==> src/tdm_slot_pkg.sv <==
// Purpose: Shared constants for the TDM timeslot assigner and its bus end
// Assumes: 4.096 MHz data clock, 8 kHz frame, so 512 bit times per frame
// Notes:   Register indices are word addresses on the Avalon-MM port
package tdm_slot_pkg;
  // ==========================================================
  // Frame geometry
  localparam int FRAME_BITS  = 512;
  localparam int CNT_W       = 9;
  localparam int SLOT_BITS   = 2;
  localparam int GCI_SLOT_W  = 32;
  localparam int GCI_SLOTS   = 8;
  localparam int NCH         = 3;
  localparam logic [CNT_W:0]   CH_LEN  [0:NCH-1] = '{10'h008, 10'h008, 10'h002};
  localparam logic [CNT_W-1:0] GCI_OFS [0:NCH-1] = '{9'h000, 9'h008, 9'h018};

  // ==========================================================
  // Register indices, normal group
  localparam logic [3:0] REG_SOFT_RESET  = 4'h0;
  localparam logic [3:0] REG_CONFIG      = 4'h1;
  localparam logic [3:0] REG_STATUS      = 4'h2;
  localparam logic [3:0] REG_OVERLAY_SEL = 4'ha;
  // Overlay group; starts are tx B1,B2,D then rx B1,B2,D
  localparam logic [3:0] OR_START_BASE   = 4'h0;
  localparam logic [3:0] OR_GCI_SLOT     = 4'h6;
  localparam logic [3:0] OR_SLOT_ENABLE  = 4'h9;
  localparam logic [3:0] OR_OVERLAY_ALIAS = 4'ha;

  // ==========================================================
  // Field positions and reset values
  localparam int OVL_SEL_BIT    = 0;
  localparam int SOFT_RST_BIT   = 3;
  localparam int CFG_GCI_BIT    = 0;
  localparam int GCI_EN_BIT     = 3;
  localparam int EN_B1_BIT      = 7;
  localparam int EN_B2_BIT      = 6;
  localparam int EN_D_BIT       = 5;
  localparam logic [7:0] REG_RST_VAL = 8'h00;

  // ==========================================================
  // Link timing, in ref_clk cycles
  localparam int LINK_HALF_CYC_DEF = 8;
endpackage

==> src/tdm_link_if.sv <==
// Purpose: TDM serial link between the slot assigner and the backplane end
// Assumes: upstream line is shared, pulled high when nobody drives it
// Notes:   Resolution of the shared line is done here, not in the ends
interface tdm_link_if;
  logic dataClk;
  logic frameSync;
  logic downData;
  logic upData;
  logic upOe;
  logic upLine;

  // ==========================================================
  // Shared line with pull-up
  assign upLine = upOe ? upData : 1'b1;

  modport dev (input dataClk, input frameSync, input downData, output upData, output upOe);
  modport bus (output dataClk, output frameSync, output downData, input upLine);
endinterface

==> src/sync_2ff.sv <==
// Purpose: Two-stage synchroniser for a group of asynchronous levels
// Assumes: bits are independent levels
// Notes:   First stage is read only by the second
module sync_2ff #(
  parameter int W = 1
) (
  input  wire logic         ref_clk,
  input  wire logic         rst,
  input  wire logic [W-1:0] d,
  output logic      [W-1:0] q
);
  logic [W-1:0] meta_r;
  logic [W-1:0] meta_nxt;
  logic [W-1:0] q_nxt;

  always_comb begin
    meta_nxt = d;
    q_nxt    = meta_r;
  end

  always_ff @(posedge ref_clk) begin
    if (rst) begin
      meta_r <= '0;
      q      <= '0;
    end else begin
      meta_r <= meta_nxt;
      q      <= q_nxt;
    end
  end
endmodule

==> src/slot_assigner.sv <==
// Purpose: TDM timeslot assigner placing B1, B2 and D in programmed slots
// Assumes: bus end drives on data clock rise, this end samples on fall
// Notes:   Frame sync high during bit 0; registers over Avalon-MM
// Operation
// - Any slot position for B1, B2, D
// - Frame split into 2-bit slots from zero
// - Host writes first 2-bit slot number
// - Six independent tx/rx start registers
// - Slot registers only while overlay bit0 set
// - Per-channel enables; E0 enables all three
// - GCI 2B+D format selectable by config
// - GCI: eight 32-bit slots per frame
// - GCI slot written as zero-based index
// - GCI slot active only with bit 3
//
// Design decisions made here: the register addresses and register access over Avalon-MM.
module slot_assigner
  import tdm_slot_pkg::*;
(
  input  wire logic        ref_clk,
  input  wire logic        rst,
  input  wire logic [3:0]  avs_address,
  input  wire logic        avs_read,
  input  wire logic        avs_write,
  input  wire logic [31:0] avs_writedata,
  output logic      [31:0] avs_readdata,
  output logic             avs_waitrequest,
  tdm_link_if.dev          link,
  input  wire logic [7:0]  txB1,
  input  wire logic [7:0]  txB2,
  input  wire logic [1:0]  txD,
  output logic      [7:0]  rxB1,
  output logic      [7:0]  rxB2,
  output logic      [1:0]  rxD,
  output logic             rxFrameValid
);
  // ==========================================================
  // Register group
  logic [7:0]  softRst_r, softRst_nxt;
  logic [7:0]  cfg_r, cfg_nxt;
  logic [7:0]  ovlSel_r, ovlSel_nxt;
  logic [7:0]  gci_r, gci_nxt;
  logic [7:0]  slotEn_r, slotEn_nxt;
  logic [7:0]  start_r [0:2*NCH-1];
  logic [7:0]  start_nxt [0:2*NCH-1];
  logic        waitReq_r, waitReq_nxt;
  logic [31:0] rdData_r, rdData_nxt;
  logic [7:0]  rdSel;
  logic        wrTake;
  logic        overlay;
  logic [CNT_W-1:0] bitCnt_r, bitCnt_nxt;
  logic        locked_r, locked_nxt;

  assign overlay = ovlSel_r[OVL_SEL_BIT];
  // Write lands on the edge where waitrequest is seen low
  assign wrTake  = avs_write && !waitReq_r;

  always_comb begin
    rdSel = 8'h00;
    if (overlay) begin
      if (avs_address < 4'(2*NCH)) rdSel = start_r[3'(avs_address)];
      else if (avs_address == OR_GCI_SLOT) rdSel = gci_r;
      else if (avs_address == OR_SLOT_ENABLE) rdSel = slotEn_r;
      else if (avs_address == OR_OVERLAY_ALIAS) rdSel = ovlSel_r;
    end else begin
      case (avs_address)
        REG_SOFT_RESET:  rdSel = softRst_r;
        REG_CONFIG:      rdSel = cfg_r;
        REG_OVERLAY_SEL: rdSel = ovlSel_r;
        default:         rdSel = 8'h00;
      endcase
    end
  end

  always_comb begin
    softRst_nxt = softRst_r;
    cfg_nxt     = cfg_r;
    ovlSel_nxt  = ovlSel_r;
    gci_nxt     = gci_r;
    slotEn_nxt  = slotEn_r;
    for (int i = 0; i < 2*NCH; i++) start_nxt[i] = start_r[i];
    waitReq_nxt = !((avs_read || avs_write) && waitReq_r);
    rdData_nxt  = rdData_r;
    if ((avs_read || avs_write) && waitReq_r) begin
      rdData_nxt = {24'h000000, rdSel};
      if (!overlay && avs_address == REG_STATUS)
        rdData_nxt = {22'h000000, locked_r, bitCnt_r};
    end
    if (wrTake) begin
      if (overlay) begin
        // Slot numbers stored as written
        if (avs_address < 4'(2*NCH)) start_nxt[3'(avs_address)] = avs_writedata[7:0];
        else if (avs_address == OR_GCI_SLOT) gci_nxt = avs_writedata[7:0];
        else if (avs_address == OR_SLOT_ENABLE) slotEn_nxt = avs_writedata[7:0];
        else if (avs_address == OR_OVERLAY_ALIAS) ovlSel_nxt = avs_writedata[7:0];
      end else begin
        case (avs_address)
          REG_SOFT_RESET:  softRst_nxt = avs_writedata[7:0];
          REG_CONFIG:      cfg_nxt = avs_writedata[7:0];
          REG_OVERLAY_SEL: ovlSel_nxt = avs_writedata[7:0];
          default:         ;
        endcase
      end
    end
  end

  always_ff @(posedge ref_clk) begin
    if (rst) begin
      softRst_r <= REG_RST_VAL;
      cfg_r     <= REG_RST_VAL;
      ovlSel_r  <= REG_RST_VAL;
      gci_r     <= REG_RST_VAL;
      slotEn_r  <= REG_RST_VAL;
      for (int i = 0; i < 2*NCH; i++) start_r[i] <= REG_RST_VAL;
      waitReq_r <= 1'b1;
      rdData_r  <= 32'h00000000;
    end else begin
      softRst_r <= softRst_nxt;
      cfg_r     <= cfg_nxt;
      ovlSel_r  <= ovlSel_nxt;
      gci_r     <= gci_nxt;
      slotEn_r  <= slotEn_nxt;
      for (int i = 0; i < 2*NCH; i++) start_r[i] <= start_nxt[i];
      waitReq_r <= waitReq_nxt;
      rdData_r  <= rdData_nxt;
    end
  end

  assign avs_waitrequest = waitReq_r;
  assign avs_readdata    = rdData_r;

  // ==========================================================
  // Link sampling and bit counter
  logic clkS, fsS, dnS;
  logic clkPrev_r;
  logic rise, fall, halted, gciMode;
  logic [CNT_W-1:0] drivePos, samplePos;
  logic [NCH-1:0]   chanOn, txHit, txBit, rxHit;

  sync_2ff #(.W(3)) linkSync (
    .ref_clk (ref_clk),
    .rst     (rst),
    .d       ({link.dataClk, link.frameSync, link.downData}),
    .q       ({clkS, fsS, dnS})
  );

  assign rise    = clkS && !clkPrev_r;
  assign fall    = !clkS && clkPrev_r;
  assign halted  = softRst_r[SOFT_RST_BIT];
  assign gciMode = cfg_r[CFG_GCI_BIT];
  // Bit driven after this rise is the one sampled at the next fall
  assign drivePos  = (bitCnt_r == CNT_W'(FRAME_BITS - 1)) ? '0 : bitCnt_r + 1'b1;
  assign samplePos = fsS ? '0 : drivePos;

  always_comb begin
    bitCnt_nxt = bitCnt_r;
    locked_nxt = locked_r;
    if (halted) begin
      bitCnt_nxt = CNT_W'(FRAME_BITS - 1);
      locked_nxt = 1'b0;
    end else if (fall) begin
      bitCnt_nxt = samplePos;
      if (fsS) locked_nxt = 1'b1;
    end
  end

  always_comb begin
    if (gciMode) chanOn = {NCH{gci_r[GCI_EN_BIT]}};
    else chanOn = {slotEn_r[EN_D_BIT], slotEn_r[EN_B2_BIT], slotEn_r[EN_B1_BIT]};
  end

  // ==========================================================
  // Per-channel slot windows and data
  logic [7:0] txHold_r [0:NCH-1];
  logic [7:0] txHold_nxt [0:NCH-1];
  logic [7:0] rxAsm_r [0:NCH-1];
  logic [7:0] rxAsm_nxt [0:NCH-1];
  logic [7:0] rxOut_r [0:NCH-1];
  logic [7:0] rxOut_nxt [0:NCH-1];
  logic [7:0] txIn [0:NCH-1];

  assign txIn[0] = txB1;
  assign txIn[1] = txB2;
  assign txIn[2] = {6'h00, txD};

  for (genvar c = 0; c < NCH; c++) begin : gCh
    logic [CNT_W-1:0] txStart, rxStart, txIdx, rxIdx;
    always_comb begin
      if (gciMode) begin
        // 32-bit slot k starts at bit 32k
        txStart = {1'b0, gci_r[2:0], 5'h00} + GCI_OFS[c];
        rxStart = txStart;
      end else begin
        // Slot n covers bits 2n and 2n+1
        txStart = {start_r[c], 1'b0};
        rxStart = {start_r[c+NCH], 1'b0};
      end
      txIdx = drivePos - txStart;
      rxIdx = samplePos - rxStart;
      txHit[c] = chanOn[c] && drivePos >= txStart
                 && {1'b0, drivePos} < {1'b0, txStart} + CH_LEN[c];
      rxHit[c] = chanOn[c] && samplePos >= rxStart
                 && {1'b0, samplePos} < {1'b0, rxStart} + CH_LEN[c];
      txBit[c] = txHold_r[c][3'(CH_LEN[c] - 10'h001 - {7'h00, txIdx[2:0]})];
      txHold_nxt[c] = txHold_r[c];
      rxAsm_nxt[c]  = rxAsm_r[c];
      rxOut_nxt[c]  = rxOut_r[c];
      // Snapshot at bit 0's rise; a channel starting at bit 0 still drives that bit from the previous word
      if (rise && drivePos == '0) txHold_nxt[c] = txIn[c];
      if (fall && !halted) begin
        if (fsS) rxOut_nxt[c] = rxAsm_r[c];
        if (rxHit[c])
          rxAsm_nxt[c][3'(CH_LEN[c] - 10'h001 - {7'h00, rxIdx[2:0]})] = dnS;
      end
    end
    always_ff @(posedge ref_clk) begin
      if (rst) begin
        txHold_r[c] <= 8'h00;
        rxAsm_r[c]  <= 8'h00;
        rxOut_r[c]  <= 8'h00;
      end else begin
        txHold_r[c] <= txHold_nxt[c];
        rxAsm_r[c]  <= rxAsm_nxt[c];
        rxOut_r[c]  <= rxOut_nxt[c];
      end
    end
  end

  // ==========================================================
  // Upstream driver and frame strobe
  logic upData_r, upData_nxt, upOe_r, upOe_nxt, rxValid_r, rxValid_nxt;

  always_comb begin
    upData_nxt  = upData_r;
    upOe_nxt    = upOe_r;
    rxValid_nxt = fall && fsS && !halted && locked_r;
    if (halted || !locked_r) begin
      upOe_nxt = 1'b0;
    end else if (rise) begin
      upOe_nxt   = |txHit;
      upData_nxt = |(txHit & txBit);
    end
  end

  always_ff @(posedge ref_clk) begin
    if (rst) begin
      clkPrev_r <= 1'b0;
      bitCnt_r  <= CNT_W'(FRAME_BITS - 1);
      locked_r  <= 1'b0;
      upData_r  <= 1'b1;
      upOe_r    <= 1'b0;
      rxValid_r <= 1'b0;
    end else begin
      clkPrev_r <= clkS;
      bitCnt_r  <= bitCnt_nxt;
      locked_r  <= locked_nxt;
      upData_r  <= upData_nxt;
      upOe_r    <= upOe_nxt;
      rxValid_r <= rxValid_nxt;
    end
  end

  assign link.upData  = upData_r;
  assign link.upOe    = upOe_r;
  assign rxB1         = rxOut_r[0];
  assign rxB2         = rxOut_r[1];
  assign rxD          = rxOut_r[2][1:0];
  assign rxFrameValid = rxValid_r;
endmodule

==> src/flat_wrapper.sv <==
// flat-port wrapper written by rule: the top's interface ports become plain ports
module slot_assigner_flat import tdm_slot_pkg::*;
  (ref_clk, rst, avs_address, avs_read, avs_write, avs_writedata, avs_readdata, avs_waitrequest, txB1, txB2, txD, rxB1, rxB2, rxD, rxFrameValid, link_dataClk, link_frameSync, link_downData, link_upData, link_upOe);
  tdm_link_if link_i ();
  input  wire logic ref_clk;
  input  wire logic rst;
  input  wire logic [3:0] avs_address;
  input  wire logic avs_read;
  input  wire logic avs_write;
  input  wire logic [31:0] avs_writedata;
  output logic      [31:0] avs_readdata;
  output logic avs_waitrequest;
  input  wire logic [7:0] txB1;
  input  wire logic [7:0] txB2;
  input  wire logic [1:0] txD;
  output logic      [7:0] rxB1;
  output logic      [7:0] rxB2;
  output logic      [1:0] rxD;
  output logic rxFrameValid;
  input wire logic [$bits(link_i.dataClk)-1:0] link_dataClk;
  input wire logic [$bits(link_i.frameSync)-1:0] link_frameSync;
  input wire logic [$bits(link_i.downData)-1:0] link_downData;
  output wire logic [$bits(link_i.upData)-1:0] link_upData;
  output wire logic [$bits(link_i.upOe)-1:0] link_upOe;
  assign link_i.dataClk = link_dataClk;
  assign link_i.frameSync = link_frameSync;
  assign link_i.downData = link_downData;
  assign link_upData = link_i.upData;
  assign link_upOe = link_i.upOe;
  slot_assigner u_core (.ref_clk(ref_clk), .rst(rst), .avs_address(avs_address), .avs_read(avs_read), .avs_write(avs_write), .avs_writedata(avs_writedata), .avs_readdata(avs_readdata), .avs_waitrequest(avs_waitrequest), .link(link_i), .txB1(txB1), .txB2(txB2), .txD(txD), .rxB1(rxB1), .rxB2(rxB2), .rxD(rxD), .rxFrameValid(rxFrameValid));
endmodule
==> config.mk <==
export PLATFORM = sky130hd
export DESIGN_NAME = slot_assigner_flat
export DESIGN_NICKNAME = d
export VERILOG_FILES = /design/src/tdm_slot_pkg.sv /design/src/tdm_link_if.sv /design/src/sync_2ff.sv /design/src/slot_assigner.sv /design/src/flat_wrapper.sv
export SDC_FILE = /design/constraint.sdc
export NUM_CORES = 1
export LEC_CHECK = 0
export ABC_AREA = 1
export BUFFER_PORTS_ARGS = -buffer_cell sky130_fd_sc_hd__buf_2
export CAP_MARGIN = 15
export CELL_PAD_IN_SITES_DETAIL_PLACEMENT = 0
export CELL_PAD_IN_SITES_GLOBAL_PLACEMENT = 2
export CORE_MARGIN = 8
export CORE_UTILIZATION = 34
export CTS_CLUSTER_SIZE = 14
export DETAILED_ROUTE_END_ITERATION = 6
export GPL_TIMING_DRIVEN = 0
export HOLD_SLACK_MARGIN = 0.1
export PLACE_DENSITY = 0.81
export SLEW_MARGIN = 20
export SYNTH_ARGS = -nofsm -noshare
export SYNTH_HDL_FRONTEND = slang
export SYNTH_SLANG_ARGS = --single-unit
==> constraint.sdc <==
create_clock -name ref_clk -period 4.1 [get_ports ref_clk]
set_input_delay 0.41 -clock ref_clk [delete_from_list [all_inputs] [get_ports ref_clk]]
set_output_delay 0.41 -clock ref_clk [all_outputs]
set_load 0.005 [all_outputs]
Yosys cells after proc, flatten, opt, wreduce, memory -nomap -nowiden
Memory sizes are Yosys's and may differ from the RTL's.
Cells that the tools add are included.
{"block": "totals", "regBits": 93, "romBits": 0, "out_inout_bits": 54, "latchBits": 0, "mem_count": 4, "ram_bits": 120}
{"block": "classes", "multipliers": 0, "order_cmp": 24, "eq_ne": 9, "n_addsub": 21, "n_shift": 0, "n_reduce_logical": 50, "n_div": 0, "n_bitwise": 21, "muxes": 76}
{"name": "u_core.start_r", "words": 6, "word_bits": 8, "rd": 7, "rd_clocked_by_memory_dff": 0, "write_ports": 6, "line_no": "slot_assigner.sv:44", "rtl": "logic [7:0] start_r [0:2*NCH-1];"}
{"name": "u_core.rxAsm_r", "words": 3, "word_bits": 8, "rd": 3, "rd_clocked_by_memory_dff": 0, "write_ports": 3, "line_no": "slot_assigner.sv:176", "rtl": "logic [7:0] rxAsm_r [0:NCH-1];"}
{"name": "u_core.rxOut_r", "words": 3, "word_bits": 8, "rd": 3, "rd_clocked_by_memory_dff": 0, "write_ports": 3, "line_no": "slot_assigner.sv:178", "rtl": "logic [7:0] rxOut_r [0:NCH-1];"}
{"name": "u_core.txHold_r", "words": 3, "word_bits": 8, "rd": 3, "rd_clocked_by_memory_dff": 0, "write_ports": 3, "line_no": "slot_assigner.sv:174", "rtl": "logic [7:0] txHold_r [0:NCH-1];"}
{"operator": "$mux W8", "n": 42}
{"operator": "$mux W48", "n": 3}
{"operator": "$mux W9", "n": 8}
{"operator": "$lt A9 B10 Y1", "n": 6}
{"operator": "$ge A9 B9 Y1", "n": 6}
{"operator": "$bwmux W48", "n": 1}
{"operator": "$add A9 B4 Y10 const B", "n": 4}
{"operator": "$logic_and A1 B1 Y1", "n": 26}
{"operator": "$bwmux W8", "n": 3}
{"operator": "$demux W8 S3", "n": 1}
{"operator": "$lt A3 B4 Y1 const B", "n": 6}
{"operator": "$pmux W8 S3", "n": 1}
{"operator": "$add A9 B2 Y10 const B", "n": 2}
{"operator": "$sub A3 B3 Y3", "n": 6}
{"operator": "$or A1 B1 Y1", "n": 15}
{"operator": "$sub A3 B3 Y3 const A", "n": 4}
{"operator": "$mux W10", "n": 1}
{"operator": "$add A8 B4 Y9 const B", "n": 1}
{"operator": "$add A8 B5 Y9 const B", "n": 1}
{"operator": "$add A9 B1 Y9 const B", "n": 1}
{"operator": "$bmux W1 S3", "n": 3}
{"operator": "$demux W1 S3", "n": 3}
{"operator": "$eq A9 B9 Y1 const B", "n": 1}
{"operator": "$ge A3 B1 Y1 const B", "n": 3}
{"operator": "other kinds (27)", "n": 53}

Logic depth before layout (Yosys ltp)
{"block": "logic_depth", "word_depth": 13, "depth_mapped": 25}

Modules after synthesis
Synthesis repeated with hierarchy kept, for this count alone.
{"block": "unflattened", "cells_unflattened": 1539, "area_unflattened_um2": 10722.8}
{"module": "slot_assigner", "cells_each": 1521, "area_per_inst_um2": 10557.6, "n_inst": 1}
{"module": "sync_2ff", "cells_each": 18, "area_per_inst_um2": 165.2, "n_inst": 1}

Worst setup path before layout
Ideal clock, no wire load.
{"block": "synth_path", "kind": "reg-to-reg", "startpoint": "register u_core.bitCnt_r[0]", "endpoint": "memory u_core.rxAsm_r[0][0]", "path_stages_with_launch": 22, "required_ps": 4036, "setup_slack_ps": 591, "arrival_time_ps": 3446, "synth_period_minus_slack_ps": 3509, "path_cell_list": "dfxtp_1 > ha_1 > nand2_1 > inv_1 > nand3_1 > inv_1 > nand3_1 > nor2_1 > ha_1 > nor4_1 > ha_1 > nand3_1 > nand3_1 > o21ai_0 > inv_1 > nand2_1 > a21oi_1 > nor2_2 > nand3_2 > nor2_1 > nor2_1 > nor2_1"}
{"element": "start, declared", "line_no": "slot_assigner.sv:51", "rtl": "logic [CNT_W-1:0] bitCnt_r, bitCnt_nxt;"}
{"element": "start signal, assigned", "line_no": "slot_assigner.sv:248", "rtl": "bitCnt_r <= CNT_W'(FRAME_BITS - 1);"}
{"element": "start signal, assigned", "line_no": "slot_assigner.sv:255", "rtl": "bitCnt_r <= bitCnt_nxt;"}
{"element": "end, declared", "line_no": "slot_assigner.sv:176"}

==> summary.txt <==
Status
  • Run status: completed

Critical path
  • Worst setup EP type: flop
  • Critical Path Start Type: flop
  • Critical path peak fanout: 10
  • Crit path from: u_core.bitCnt_r[1]
  • WS Path Type: reg -> reg
  • Crit path DAT: ~4 ns
  • Reg-to-reg startpoint: u_core.bitCnt_r[1]
  • Worst Path Required: between 4 and 5 ns

Synth
  • EDFF count, synth: 0
  • Cells after Synth: roughly 1600
  • Synth unique cells: just under 50
  • Main flop type after synthesis: dfxtp_1
  • Seq cells post-synth: approximately 170
  • Avg Inst Size Synth: about 6.9 sq um
  • Synthesized area: 11000 sq um
  • Yosys warns: 0
  • Sequential cell area fraction in the yosys report: 0.316
  • Share of async-settable or async-resettable flops after synthesis: 0

Floorplanning
  • Die Height: just under 200 um
  • Ports: ~120
  • Chip width: 196 um
  • Total die area: roughly 38000 sq um
  • Row count: 65
  • Core area: 31600 sq um
  • Initial core utilization: 0.347

Clocking
  • Max H-tree Level: 4
  • Clock-pin slew of the registers on the worst-case setup and hold paths: 0.08 ns
  • Hold buffers post-CTS: 0
  • CTS tree: built
  • Clock buffer depth: 2
  • Clk sinks: between 150 and 200
  • Clk Latency, worst-skew pair: around 0.46 ns
  • Num CTS Buffers: 17
  • Root buf cell: clkbuf_16

Route
  • Drc violations: 0
  • Initial DRC count: between 700 and 800
  • Antenna Nets Post-Route: 0
  • Via count: between 10000 and 15000
  • Routed vias/inst: 5.05
  • DR WL/cell: 18.6 um
  • Initial DRT Pass Iterations: 6
  • Final wirelength: 39500 um

Finish
  • Area grow syn2layout: 14.4%
  • Layout cells sized above 1: 0.108
  • N_diodes: 0
  • Util after Layout: 0.397
  • Final net count: 1868
  • Finished Layout Cells: approximately 2100
  • Fin area: about 13000 sq um

Placed design
  • GPL Wtd Cong: 0.870
  • DPL Wire Length: just over 30000 um
  • Dpl cells: 2091
  • Buffers on Ports: between 60 and 70
  • Area after DPL: between 10000 and 15000 sq um
  • Dpl ws: -0.222 ns

STA
  • Worst-Margin Slew: ~1.0 ns
  • Final setup margin: roughly 0.32 ns
  • Highest Clock Rate: 265 MHz
  • Crit path time final: 3.78 ns
  • Final period util: 0.922
  • Final clock skew: between 0.01 and 0.015 ns
  • Relative slew slack: 0.305
  • Final slew viol count: 0
  • Final Hold Vio Count: 0
  • Final setup fails: 0

Global routing
  • GRT Total Usage: 0.206
  • Largest net degree at the start of global routing: 17
  • Grt ovf: 0
  • Initial antenna violation count: 0
  • Number of global-route vias before repair: between 10000 and 15000
  • First-pass GRT wire length: around 61000 um

Flow run
  • Max Cap Viol: 0

Worst hold path
  • Hold wc startpoint: link_frameSync
  • Worst hold path type: in -> reg

Pwr
  • Worst ir drop on vdd: between 0.0002 and 0.0003 V
  • Power Density: 330 nW/um^2
  • LEAKAGE: 0.00565 uW
through the flow:
step	hold slack (ns)	total power, uW	TNS [ns]
4_1_cts	0.134	4170	0
3_3_place_gp	0.389	2480	-10.06
5_1_grt	0.159	4360	-0.0277
6_report	0.157	4140	0
2_1_floorplan	0.388	2260	0
3_5_place_dp	0.394	2500	-2.04
layout by cell type (no fill, tap or decap), types with 15 or more instances in the layout:
cell | Yosys | layout
a21oi_1 | 171 | 171
buf_2 | 14 | 81
buf_4 | 25 | 29
clkbuf_1 | 31 | 31
clkbuf_16 | 0 | 17
conb_1 | 1 | 22
dfxtp_1 | 173 | 171
ha_1 | 93 | 92
inv_1 | 209 | 209
nand2_1 | 276 | 276
nand3_1 | 76 | 76
nand4_1 | 37 | 37
nor2_1 | 174 | 171
nor3_1 | 25 | 22
o211ai_1 | 15 | 15
o21ai_0 | 159 | 159
xor2_1 | 19 | 19
cells in the mapped netlist (6+ instances only):
cell       count  area, sq um
clkbuf_1      31          116
a21oi_2        6         52.6
buf_2         14         70.1
dfxtp_1      173         3460
xor2_1        19          166
nand2_1      276         1040
a21oi_1      171          856
o211ai_1      15          113
nor2_1       174          653
ha_1          93         1160
o21ai_0      159          796
xnor2_1        9         78.8
nor3_1        25          125
buf_4         25          188
clkinv_1       8         30.0
inv_1        209          785
nand3_1       76          380
o2111ai_1      7         61.3
a211oi_1       6         45.0
nand4_1       37          231
worst paths after layout:
path / to / slack (ns) / cells after the start
setup / recovery: u_core.rxAsm_r[1][7] / 0.32 / 22
hold / removal: u_core.linkSync.meta_r[1] / 0.16 / 3
setup reg to reg: u_core.rxAsm_r[1][7] / 0.32 / 22
hold reg to reg: u_core.linkSync.q[0] / 0.40 / 2
flip-flops by register name, summed over array words and instances (netlist names):
name	flops
u_core.ovlSel_r	8
u_core.link.upData	1
u_core.bitCnt_r	9
u_core.softRst_r	8
u_core.rxOut_r	18
u_core.clkPrev_r	1
u_core.gci_r	8
u_core.rxAsm_r	18
u_core.cfg_r	8
u_core.txHold_r	18
u_core.start_r	48
u_core.avs_waitrequest	1
u_core.avs_readdata	10
u_core.link.upOe	1
u_core.linkSync.meta_r	3
u_core.locked_r	1
u_core.rxFrameValid	1
u_core.linkSync.q	3
u_core.slotEn_r	8
where the power goes:
group / internal [uW] / switching, uW
sequential: 1700 / 17.0
clock: 907 / 765
combinational: 258 / 493
layout make-up:
| cell class | instances | area (sq um) |
|---|---|---|
| sequential | 173 | 3470 |
| timing repair buffer | 71 | 365 |
| clock inverter | 14 | 159 |
| multi-input combinational | 1153 | 6390 |
| clock buffer | 17 | 425 |
| tap | 402 | 503 |
| fill | 3419 | 19100 |
| buffer | 76 | 424 |
| inverter | 218 | 823 |
kinds of logic (layout without fill, tap and decap cells):
logic type | after synthesis | count (layout) | synth area share
buffers and inverters | 294 | 396 | 0.114
XOR/XNOR | 28 | 28 | 0.0223
other | 1 | 22 | 0.000342
AND/OR/NAND/NOR | 618 | 618 | 0.244
flip-flops | 173 | 173 | 0.316
AO/OA/AOI/OAI | 388 | 388 | 0.191
adder cells (fa/ha/maj) | 97 | 97 | 0.113
what timing repair did:
| action | CTS | global route |
|---|---|---|
| pin swaps | 0 | 1 |
| setup buffers | 0 | 2 |
| gates resized for setup | 3 | 6 |
| setup endpoints to repair | 16 | 20 |
critical path, stage by stage, from the launching register on:
cell and delay (ns):
dfxtp_2 0.43, ha_1 0.23, nand2_1 0.06, inv_1 0.14, nand3_1 0.14, inv_1 0.11, nand3_1 0.09, nor2_1 0.13
ha_2 0.29, inv_1 0.17, nand4_1 0.21, inv_1 0.18, ha_1 0.34, inv_1 0.05, nor3_1 0.16, nand3_1 0.09
o2111ai_1 0.10, nand3_2 0.12, nor2_4 0.19, buf_6 0.17, nand4_1 0.10, nand2_1 0.10, nor2_1 0.05
routing by layer:
metal / part of all wire / global-route usage / vias to the layer above
met1: 0.50 / 0.285 / 4949
met4: 0.019 / 0.0629 / 0
met5: 0 / 0 / -
met2: 0.44 / 0.325 / 245
met3: 0.041 / 0.0294 / 41
li1: - / - / 5485
Power figures use the tool's default switching activity.
